**src/inc/ilpe_consts.svh**
```systemverilog
// Constants for the interrupt and low-power entry controller
`ifndef ILPE_CONSTS_SVH
`define ILPE_CONSTS_SVH
// Register indices (word address = index)
`define ILPE_A_STATUS 4'h0
`define ILPE_A_MASK 4'h1
`define ILPE_A_CTRL 4'h2
`define ILPE_A_POL 4'h3
`define ILPE_A_INFO 4'h4
`define ILPE_A_SP 4'h5
`define ILPE_A_LVL 4'h6
`define ILPE_A_PEND 4'h7
// First per-source control register
`define ILPE_A_SRC 4'h8
// Stack pointer value at reset
`define ILPE_SP_RST 16'h0000
// Control register bit positions
`define ILPE_C_GIE 0
`define ILPE_C_WAIT 1
`define ILPE_C_STOP 2
// Per-source control bit positions
`define ILPE_F_EN 3
`define ILPE_F_REQ 4
// Status register bit positions
`define ILPE_S_TAKE 0
`define ILPE_S_NMI 1
`define ILPE_S_WAKE 2
// Instruction-queue bytes needed before halting
`define ILPE_PREFETCH 3'h4
// Cycles the enable write is held off behind a control write
`define ILPE_GIE_DLY 3'h2
`define ILPE_GIE_DLY_HOLD 3'h4
`endif

```
**src/inc/ilpe_pkg.sv**
```systemverilog
// Types for the interrupt and low-power entry controller
package ilpe_pkg;
	typedef enum logic [1:0] {
		ILPE_RUN = 2'b00,
		ILPE_FILL = 2'b01,
		ILPE_WAIT = 2'b10,
		ILPE_STOP = 2'b11
	} ilpe_pwr_type;
	typedef struct packed {
		logic [3:0] addr;
		logic [15:0] wdata;
		logic wr;
		logic rd;
	} ilpe_bus_type;
	typedef struct packed {
		logic [2:0] num;
		logic [2:0] lvl;
	} ilpe_info_type;
endpackage

```
**src/rtl/ilpe_ctrl.sv**
```systemverilog
// Interrupt acceptance and low-power entry controller
`timescale 1ns/10ps
`include "ilpe_consts.svh"
module ilpe_ctrl #(
	parameter int NSRC = 6
)(
	// Clock and reset
	input wire logic i_clk,
	input wire logic i_rst_n,
	// Register port
	input wire logic [3:0] i_addr,
	input wire logic [15:0] i_wdata,
	input wire logic i_wr,
	input wire logic i_rd,
	output logic [15:0] o_rdata,
	// Interrupt sources and bus hold
	input wire logic [NSRC-1:0] i_external_irq_pins,
	input wire logic i_nmi_n,
	input wire logic i_bus_hold,
	// Core side
	input wire logic i_ack,
	input wire logic i_fetch_byte,
	output logic o_irq,
	output logic o_nmi,
	output logic [5:0] o_info,
	output logic o_halt,
	output logic o_clk_stop,
	output logic o_int
);
	// ==========================================================
	// Bus decode
	ilpe_pkg::ilpe_bus_type bus;
	assign bus = '{addr: i_addr, wdata: i_wdata, wr: i_wr, rd: i_rd};

	logic [NSRC-1:0] req_q, req_d, pol_q, pol_d, pin_q, pin_d;
	logic [NSRC-1:0] en_q, en_d;
	logic [2:0] lvl_q [NSRC];
	logic [2:0] lvl_d [NSRC];
	logic [15:0] sp_q, sp_d, rdata_q, rdata_d;
	logic [2:0] st_q, st_d, msk_q, msk_d;
	logic gie_q, gie_d, nmi_q, nmi_d;
	logic [2:0] dly_q, dly_d, cnt_q, cnt_d;
	logic gie_pend_q, gie_pend_d;
	ilpe_pkg::ilpe_pwr_type pwr_q, pwr_d;
	ilpe_pkg::ilpe_info_type best;
	logic best_v, irq_d, int_d;
	logic [NSRC-1:0] edge_hit;
	logic stop_sel_q, stop_sel_d, wake_req;

	// ==========================================================
	// Priority pick: highest level, lowest index on ties
	always_comb
	begin
		best = '{num: 3'h0, lvl: 3'h0};
		best_v = 1'b0;
		for (int i = 0; i < NSRC; i++)
		begin
			if (req_q[i] && en_q[i] && (!best_v || lvl_q[i] > best.lvl))
			begin
				best = '{num: 3'(i), lvl: lvl_q[i]};
				best_v = 1'b1;
			end
		end
	end

	// Active edge per pin after polarity selection
	// Previous sample inactive, present sample active
	assign edge_hit = ~(pin_q ^ pol_q) & (i_external_irq_pins ^ pol_q);

	// ==========================================================
	// Request, control and software registers
	always_comb
	begin
		req_d = req_q;
		pol_d = pol_q;
		en_d = en_q;
		lvl_d = lvl_q;
		sp_d = sp_q;
		msk_d = msk_q;
		gie_d = gie_q;
		gie_pend_d = gie_pend_q;
		dly_d = dly_q;
		pin_d = i_external_irq_pins;
		rdata_d = 16'h0000;
		// Ack fetch or software info read clears chosen bit
		if ((i_ack || (bus.rd && bus.addr == `ILPE_A_INFO)) && best_v)
			req_d[best.num] = 1'b0;
		// Queue delay runs every cycle; a control write reloads it below
		if (dly_q != 3'h0)
			dly_d = dly_q - 3'h1;
		if (dly_q == 3'h1 && gie_pend_q)
		begin
			gie_d = 1'b1;
			gie_pend_d = 1'b0;
		end
		if (bus.wr)
		begin
			unique case (bus.addr)
				`ILPE_A_MASK: msk_d = bus.wdata[2:0];
				`ILPE_A_CTRL:
				begin
					// Enable set waits out the queue delay
					if (bus.wdata[`ILPE_C_GIE] && !gie_q && dly_q > 3'h1)
						gie_pend_d = 1'b1;
					else
					begin
						gie_d = bus.wdata[`ILPE_C_GIE];
						gie_pend_d = 1'b0;
					end
				end
				`ILPE_A_POL: pol_d = bus.wdata[NSRC-1:0];
				`ILPE_A_SP: sp_d = bus.wdata;
				`ILPE_A_PEND: req_d = req_d & bus.wdata[NSRC-1:0];
				default:
				begin
					// Per-source control: level, enable, request
					if (bus.addr >= `ILPE_A_SRC &&
						int'(bus.addr) < int'(`ILPE_A_SRC) + NSRC)
					begin
						en_d[bus.addr[2:0]] = bus.wdata[`ILPE_F_EN];
						lvl_d[bus.addr[2:0]] = bus.wdata[2:0];
						req_d[bus.addr[2:0]] = bus.wdata[`ILPE_F_REQ];
						dly_d = i_bus_hold ? `ILPE_GIE_DLY_HOLD
							: `ILPE_GIE_DLY;
					end
				end
			endcase
		end
		// Edges set last so they win over any write clear
		req_d = req_d | edge_hit;
		if (bus.rd)
		begin
			unique case (bus.addr)
				`ILPE_A_STATUS: rdata_d = {13'h0000, st_q};
				`ILPE_A_MASK: rdata_d = {13'h0000, msk_q};
				`ILPE_A_CTRL: rdata_d = {13'h0000, pwr_q == ilpe_pkg::ILPE_STOP,
					pwr_q == ilpe_pkg::ILPE_WAIT, gie_q};
				`ILPE_A_POL: rdata_d = 16'(pol_q);
				`ILPE_A_INFO: rdata_d = {10'h000, best.lvl, best.num};
				`ILPE_A_SP: rdata_d = sp_q;
				`ILPE_A_PEND: rdata_d = 16'(req_q);
				default:
				begin
					if (bus.addr >= `ILPE_A_SRC &&
						int'(bus.addr) < int'(`ILPE_A_SRC) + NSRC)
						rdata_d = {11'h000, req_q[bus.addr[2:0]],
							en_q[bus.addr[2:0]], lvl_q[bus.addr[2:0]]};
				end
			endcase
		end
	end

	// ==========================================================
	// Power state: fill the queue, then halt
	always_comb
	begin
		pwr_d = pwr_q;
		cnt_d = cnt_q;
		unique case (pwr_q)
			ilpe_pkg::ILPE_RUN:
			begin
				if (bus.wr && bus.addr == `ILPE_A_CTRL &&
					(bus.wdata[`ILPE_C_WAIT] || bus.wdata[`ILPE_C_STOP]))
				begin
					pwr_d = ilpe_pkg::ILPE_FILL;
					cnt_d = 3'h0;
				end
			end
			ilpe_pkg::ILPE_FILL:
			begin
				if (i_fetch_byte)
					cnt_d = cnt_q + 3'h1;
				if (cnt_q == `ILPE_PREFETCH)
					pwr_d = stop_sel_q ? ilpe_pkg::ILPE_STOP
						: ilpe_pkg::ILPE_WAIT;
			end
			ilpe_pkg::ILPE_WAIT, ilpe_pkg::ILPE_STOP:
			begin
				if (wake_req)
					pwr_d = ilpe_pkg::ILPE_RUN;
			end
		endcase
	end

	// Remember which low-power mode was asked for
	assign stop_sel_d = (pwr_q == ilpe_pkg::ILPE_RUN && bus.wr &&
		bus.addr == `ILPE_A_CTRL) ? bus.wdata[`ILPE_C_STOP] : stop_sel_q;
	// Any enabled request while the global enable is set, or the non-maskable pin, wakes the core
	assign wake_req = (best_v && gie_q) || !i_nmi_n;

	// ==========================================================
	// Events, status and outputs
	always_comb
	begin
		// Non-maskable level is not gated by any enable
		nmi_d = !i_nmi_n;
		st_d = st_q;
		if (bus.rd && bus.addr == `ILPE_A_STATUS)
			st_d = 3'h0;
		st_d[`ILPE_S_TAKE] = st_d[`ILPE_S_TAKE] | i_ack;
		st_d[`ILPE_S_NMI] = st_d[`ILPE_S_NMI] | (!i_nmi_n && !nmi_q);
		st_d[`ILPE_S_WAKE] = st_d[`ILPE_S_WAKE] |
			((pwr_q == ilpe_pkg::ILPE_WAIT || pwr_q == ilpe_pkg::ILPE_STOP)
			&& pwr_d == ilpe_pkg::ILPE_RUN);
		irq_d = best_v && gie_d;
		int_d = |(st_d & msk_d);
	end

	always_ff @(posedge i_clk)
	begin
		if (!i_rst_n)
		begin
			req_q <= '0;
			pol_q <= '0;
			pin_q <= '0;
			en_q <= '0;
			for (int i = 0; i < NSRC; i++)
				lvl_q[i] <= 3'h0;
			sp_q <= `ILPE_SP_RST;
			st_q <= 3'h0;
			msk_q <= 3'h0;
			gie_q <= 1'b0;
			gie_pend_q <= 1'b0;
			dly_q <= 3'h0;
			nmi_q <= 1'b0;
			cnt_q <= 3'h0;
			pwr_q <= ilpe_pkg::ILPE_RUN;
			stop_sel_q <= 1'b0;
			rdata_q <= 16'h0000;
			o_irq <= 1'b0;
			o_nmi <= 1'b0;
			o_info <= 6'h00;
			o_halt <= 1'b0;
			o_clk_stop <= 1'b0;
			o_int <= 1'b0;
		end
		else
		begin
			req_q <= req_d;
			pol_q <= pol_d;
			pin_q <= pin_d;
			en_q <= en_d;
			lvl_q <= lvl_d;
			sp_q <= sp_d;
			st_q <= st_d;
			msk_q <= msk_d;
			gie_q <= gie_d;
			gie_pend_q <= gie_pend_d;
			dly_q <= dly_d;
			nmi_q <= nmi_d;
			cnt_q <= cnt_d;
			pwr_q <= pwr_d;
			stop_sel_q <= stop_sel_d;
			rdata_q <= rdata_d;
			o_irq <= irq_d;
			o_nmi <= nmi_d;
			o_info <= {best.lvl, best.num};
			o_halt <= pwr_d == ilpe_pkg::ILPE_WAIT ||
				pwr_d == ilpe_pkg::ILPE_STOP;
			o_clk_stop <= pwr_d == ilpe_pkg::ILPE_STOP;
			o_int <= int_d;
		end
	end
	assign o_rdata = rdata_q;

	// ==========================================================
	// Checks
	sp_reset_a: assert property (@(posedge i_clk)
		!i_rst_n |=> sp_q == 16'h0000)
		else $error("stack pointer not zero after reset");
	ack_clear_a: assert property (@(posedge i_clk) disable iff (!i_rst_n)
		(i_ack && best_v && !edge_hit[best.num]) |=>
		!req_q[$past(best.num)])
		else $error("acknowledged request not cleared");
	info_clear_a: assert property (@(posedge i_clk) disable iff (!i_rst_n)
		(bus.rd && bus.addr == `ILPE_A_INFO && best_v &&
		!edge_hit[best.num] && !bus.wr) |=> !req_q[$past(best.num)])
		else $error("info read did not clear request");
	nmi_pass_a: assert property (@(posedge i_clk) disable iff (!i_rst_n)
		!i_nmi_n |=> o_nmi)
		else $error("non-maskable input blocked");
	edge_keep_a: assert property (@(posedge i_clk) disable iff (!i_rst_n)
		edge_hit != '0 |=> (req_q & $past(edge_hit)) == $past(edge_hit))
		else $error("request lost on control write");
	gie_hold_a: assert property (@(posedge i_clk) disable iff (!i_rst_n)
		(dly_q > 3'h1) |=> $stable(gie_q) || !gie_q)
		else $error("enable set inside queue delay");
	halt_fill_a: assert property (@(posedge i_clk) disable iff (!i_rst_n)
		(pwr_q == ilpe_pkg::ILPE_FILL && pwr_d != ilpe_pkg::ILPE_FILL) |->
		cnt_q == `ILPE_PREFETCH)
		else $error("halted before four bytes fetched");
	halt_out_a: assert property (@(posedge i_clk) disable iff (!i_rst_n)
		pwr_q == ilpe_pkg::ILPE_STOP |-> o_halt && o_clk_stop)
		else $error("stop state without halt outputs");
endmodule

```
**config.mk**
```make
export PLATFORM = sky130hd
export DESIGN_NAME = ilpe_ctrl
export DESIGN_NICKNAME = d
export VERILOG_FILES = /design/src/inc/ilpe_pkg.sv /design/src/rtl/ilpe_ctrl.sv
export VERILOG_INCLUDE_DIRS = /design/src /design/src/inc
export SDC_FILE = /design/constraint.sdc
export NUM_CORES = 1
export LEC_CHECK = 0
export BUFFER_PORTS_ARGS = -buffer_cell sky130_fd_sc_hd__buf_2
export CAP_MARGIN = 30
export CORE_UTILIZATION = 55
export CTS_BUF_LIST = sky130_fd_sc_hd__clkbuf_16
export DETAILED_ROUTE_END_ITERATION = 12
export PLACE_DENSITY = 0.76
export SYNTH_ARGS = -nofsm -noshare
export SYNTH_HDL_FRONTEND = slang
export SYNTH_SLANG_ARGS = --single-unit
```
**constraint.sdc**
```tcl
create_clock -name i_clk -period 9.35 [get_ports i_clk]
set_input_delay 1.4025 -clock i_clk [delete_from_list [all_inputs] [get_ports i_clk]]
set_output_delay 1.4025 -clock i_clk [all_outputs]
set_load 0.02 [all_outputs]
```
==> reports/summary.txt <==
Status - finished, final reports clean
Cell area power density - 160 mW/mm^2
GP Congestion - 0.938
Largest net degree at the start of global routing - 66
Synth async-reset ratio - 0
Distinct cell type count after synthesis - 59
Top cell type's share of synthesized area - 0.391
Fin crit share - 0.810
Number of synthesized flops with an enable pin - 0
Number of top-level pins - 61
Worst Skew - 0.00601 ns
CP max FO - 9
Setup bufs post-CTS - 0
WP data required - 9.58 ns
Top cells by area, synth - dfxtp_1, mux2i_1, nand2_1
Max VDD drop - 0.0959 mV
Share of layout cells above drive strength 1 - 0.149
Antenna diodes - 0
Critical path startpoint category - flip-flop
Core Footprint - 0.00915 mm^2
Max Buffers Root-to-Sink - 2
Worst Hold Class - flip-flop to flip-flop
I/O Buffers - 60
DRT antenna net count - 0
Num rows - 35
Post-DP HPWL - 10.4 mm
CP peak stage delay - 0.45 ns
Worst-path clk slew - 0.07 ns
Register area share after synthesis - 0.391
Die Ht - 99.0 um
Cell taking the most area after synthesis - dfxtp_1
Most common cell after layout, fill and taps aside - dfxtp_1
Initial DRT Pass Iterations - 5
WP data arrival - 7.80 ns
Syn Inst Count - 617
GR Overflow Total - 0
Initial core utilization - 0.565
P&R area growth vs syn - 11.7%
Global Route Usage Sum - 0.305
Post-Syn Area - 0.00517 mm^2
Fin crit period - 7.57 ns
Via count - 4764
Hold buffers post-CTS - 0
CTS sink cnt - 101
TritonCTS clock tree - done
Prevailing post-synth register cell - dfxtp_1
Final Hold Viols - 0
Critical Path Most Common Cell - ha_1
Fin nets - 714
Initial antenna violation count - 0
Drt drc - 0
CTS resizes - 0
Pre-CTS setup slack - 1.95 ns
H-tree levels - 3
Critical path endpoint category - flip-flop
Worst-margin pin slew - 0.939 ns
Pleak - 2.38 nW
MaxCap Viol Count - 0
Post-route setup TNS - 0 ns
Vias in the first global route - 4452
Max Slew Vio Count - 0
CP max stage cell - dfxtp_1
Final std cells w/o fill - 776
Slew HR - 0.372
Most frequent cells in the layout - dfxtp_1, nand2_1, nor2_1, buf_2, a21oi_1
Fmax - 132 MHz
Clk_lat worst skew - 0.34 ns
CTS root buf - clkbuf_16
Inserted Clock Buffers - 9
Mapped Avg Cell Area - 8.38 um^2
Final setup fails - 0
Fill cells - 791
RSZ-0062 raised after global routing - no
Yosys Warn Count - 0
Via density - 6.14
Crit path kind - flip-flop to flip-flop
Wire per inst - 18.4 um
Total routed wirelength - 14.3 mm
Post-synthesis register bit count - 101
DRT iter0 DRCs - 328
Setup WS post-layout - 1.78 ns
Mapped Nets - 671
First-pass GRT wire length - 23.2 mm
Total die area - 0.00979 mm^2
Dpl cells - 760
Die X - 99.0 um
## final cells by class
type                       count  area [um^2]  area share
multi-input combinational    467         2950       0.511
clock buffer                   9          225      0.0390
inverter                      18         67.6      0.0117
timing repair buffer          63          323      0.0559
clock inverter                 7         51.3     0.00888
sequential                   101         2020       0.350
tap                          111          139      0.0240
## worst max-delay path: cells and delay by family (launching register included)
family          cells  cell delay (ns)
compound gates     16             4.10
flops               1             0.45
buf+inv             1             0.05
simple gates        8             1.35
fa+ha+maj           5             1.53
## report_power, final
group / leakage [nW] / switching (mW) / internal (mW) / total (mW)
registers: 0.820 / 0.0118 / 0.444 / 0.455
logic: 1.43 / 0.0697 / 0.0464 / 0.116
clock network: 0.129 / 0.170 / 0.182 / 0.351
total: 2.38 / 0.251 / 0.672 / 0.923
## final timing paths
| path | start | slack [ns] | depth (start not counted) | to |
|---|---|---|---|---|
| worst max-delay path | req_q[0]$_SDFF_PN0_ | 1.78 | 30 | o_rdata[0]$_SDFF_PN0_ |
| worst min-delay path | sp_q[14]$_SDFFE_PN0P_ | 0.46 | 2 | sp_q[14]$_SDFFE_PN0P_ |
| worst max register to register | req_q[0]$_SDFF_PN0_ | 1.78 | 30 | o_rdata[0]$_SDFF_PN0_ |
| worst min register to register | sp_q[14]$_SDFFE_PN0P_ | 0.46 | 2 | sp_q[14]$_SDFFE_PN0P_ |
## cells by family after synthesis
logic type / Yosys count / share of synthesized area
xor+xnor: 2 / 0.00339
compound gates: 141 / 0.180
fa+ha+maj: 20 / 0.0484
buf+inv: 49 / 0.0385
mux: 50 / 0.110
simple gates: 254 / 0.229
flops: 101 / 0.391
## cell usage after synthesis, types with 5 or more instances
| library cell | instances |
|---|---|
| a31oi_1 | 7 |
| nand3b_1 | 5 |
| nor2b_1 | 7 |
| mux2i_1 | 45 |
| inv_1 | 18 |
| nand3_1 | 20 |
| clkbuf_1 | 20 |
| dfxtp_1 | 101 |
| and2_1 | 10 |
| ha_1 | 20 |
| a21oi_1 | 51 |
| a211oi_1 | 6 |
| o22ai_1 | 6 |
| o21ai_0 | 21 |
| nand2_1 | 84 |
| nor3_1 | 8 |
| nand2b_1 | 9 |
| buf_2 | 6 |
| and3_1 | 23 |
| nor2_1 | 74 |
## layer usage
metal / vias to the layer above / track usage / part of all wire
li1: 2273 / - / -
met1: 2243 / 0.423 / 0.46
met2: 205 / 0.459 / 0.43
met3: 43 / 0.0610 / 0.072
met4: 0 / 0.138 / 0.039
met5: - / 0 / 0
## metrics by stage
step / util / power, mW / cell area (um^2) / hold WS [ns]
2_1_floorplan: - / 0.546 / 5170 / 0.432
3_3_place_gp: 0.601 / 0.575 / 5500 / 0.438
3_5_place_dp: 0.601 / 0.580 / 5500 / 0.445
4_1_cts: 0.631 / 0.929 / 5780 / 0.454
5_1_grt: 0.631 / 0.961 / 5780 / 0.474
6_report: 0.631 / 0.923 / 5780 / 0.455
## registers in the layout, indices dropped and copies added, names as in the netlist
signal	count
lvl_q	18
o_rdata	16
sp_q	16
en_q	6
o_info	6
pin_q	6
pol_q	6
req_q	6
cnt_q	3
dly_q	3
msk_q	3
st_q	3
gie_pend_q	1
gie_q	1
nmi_q	1
o_clk_stop	1
o_halt	1
o_int	1
o_irq	1
pwr_q	1
stop_sel_q	1
(Power assumes the default switching activity.)
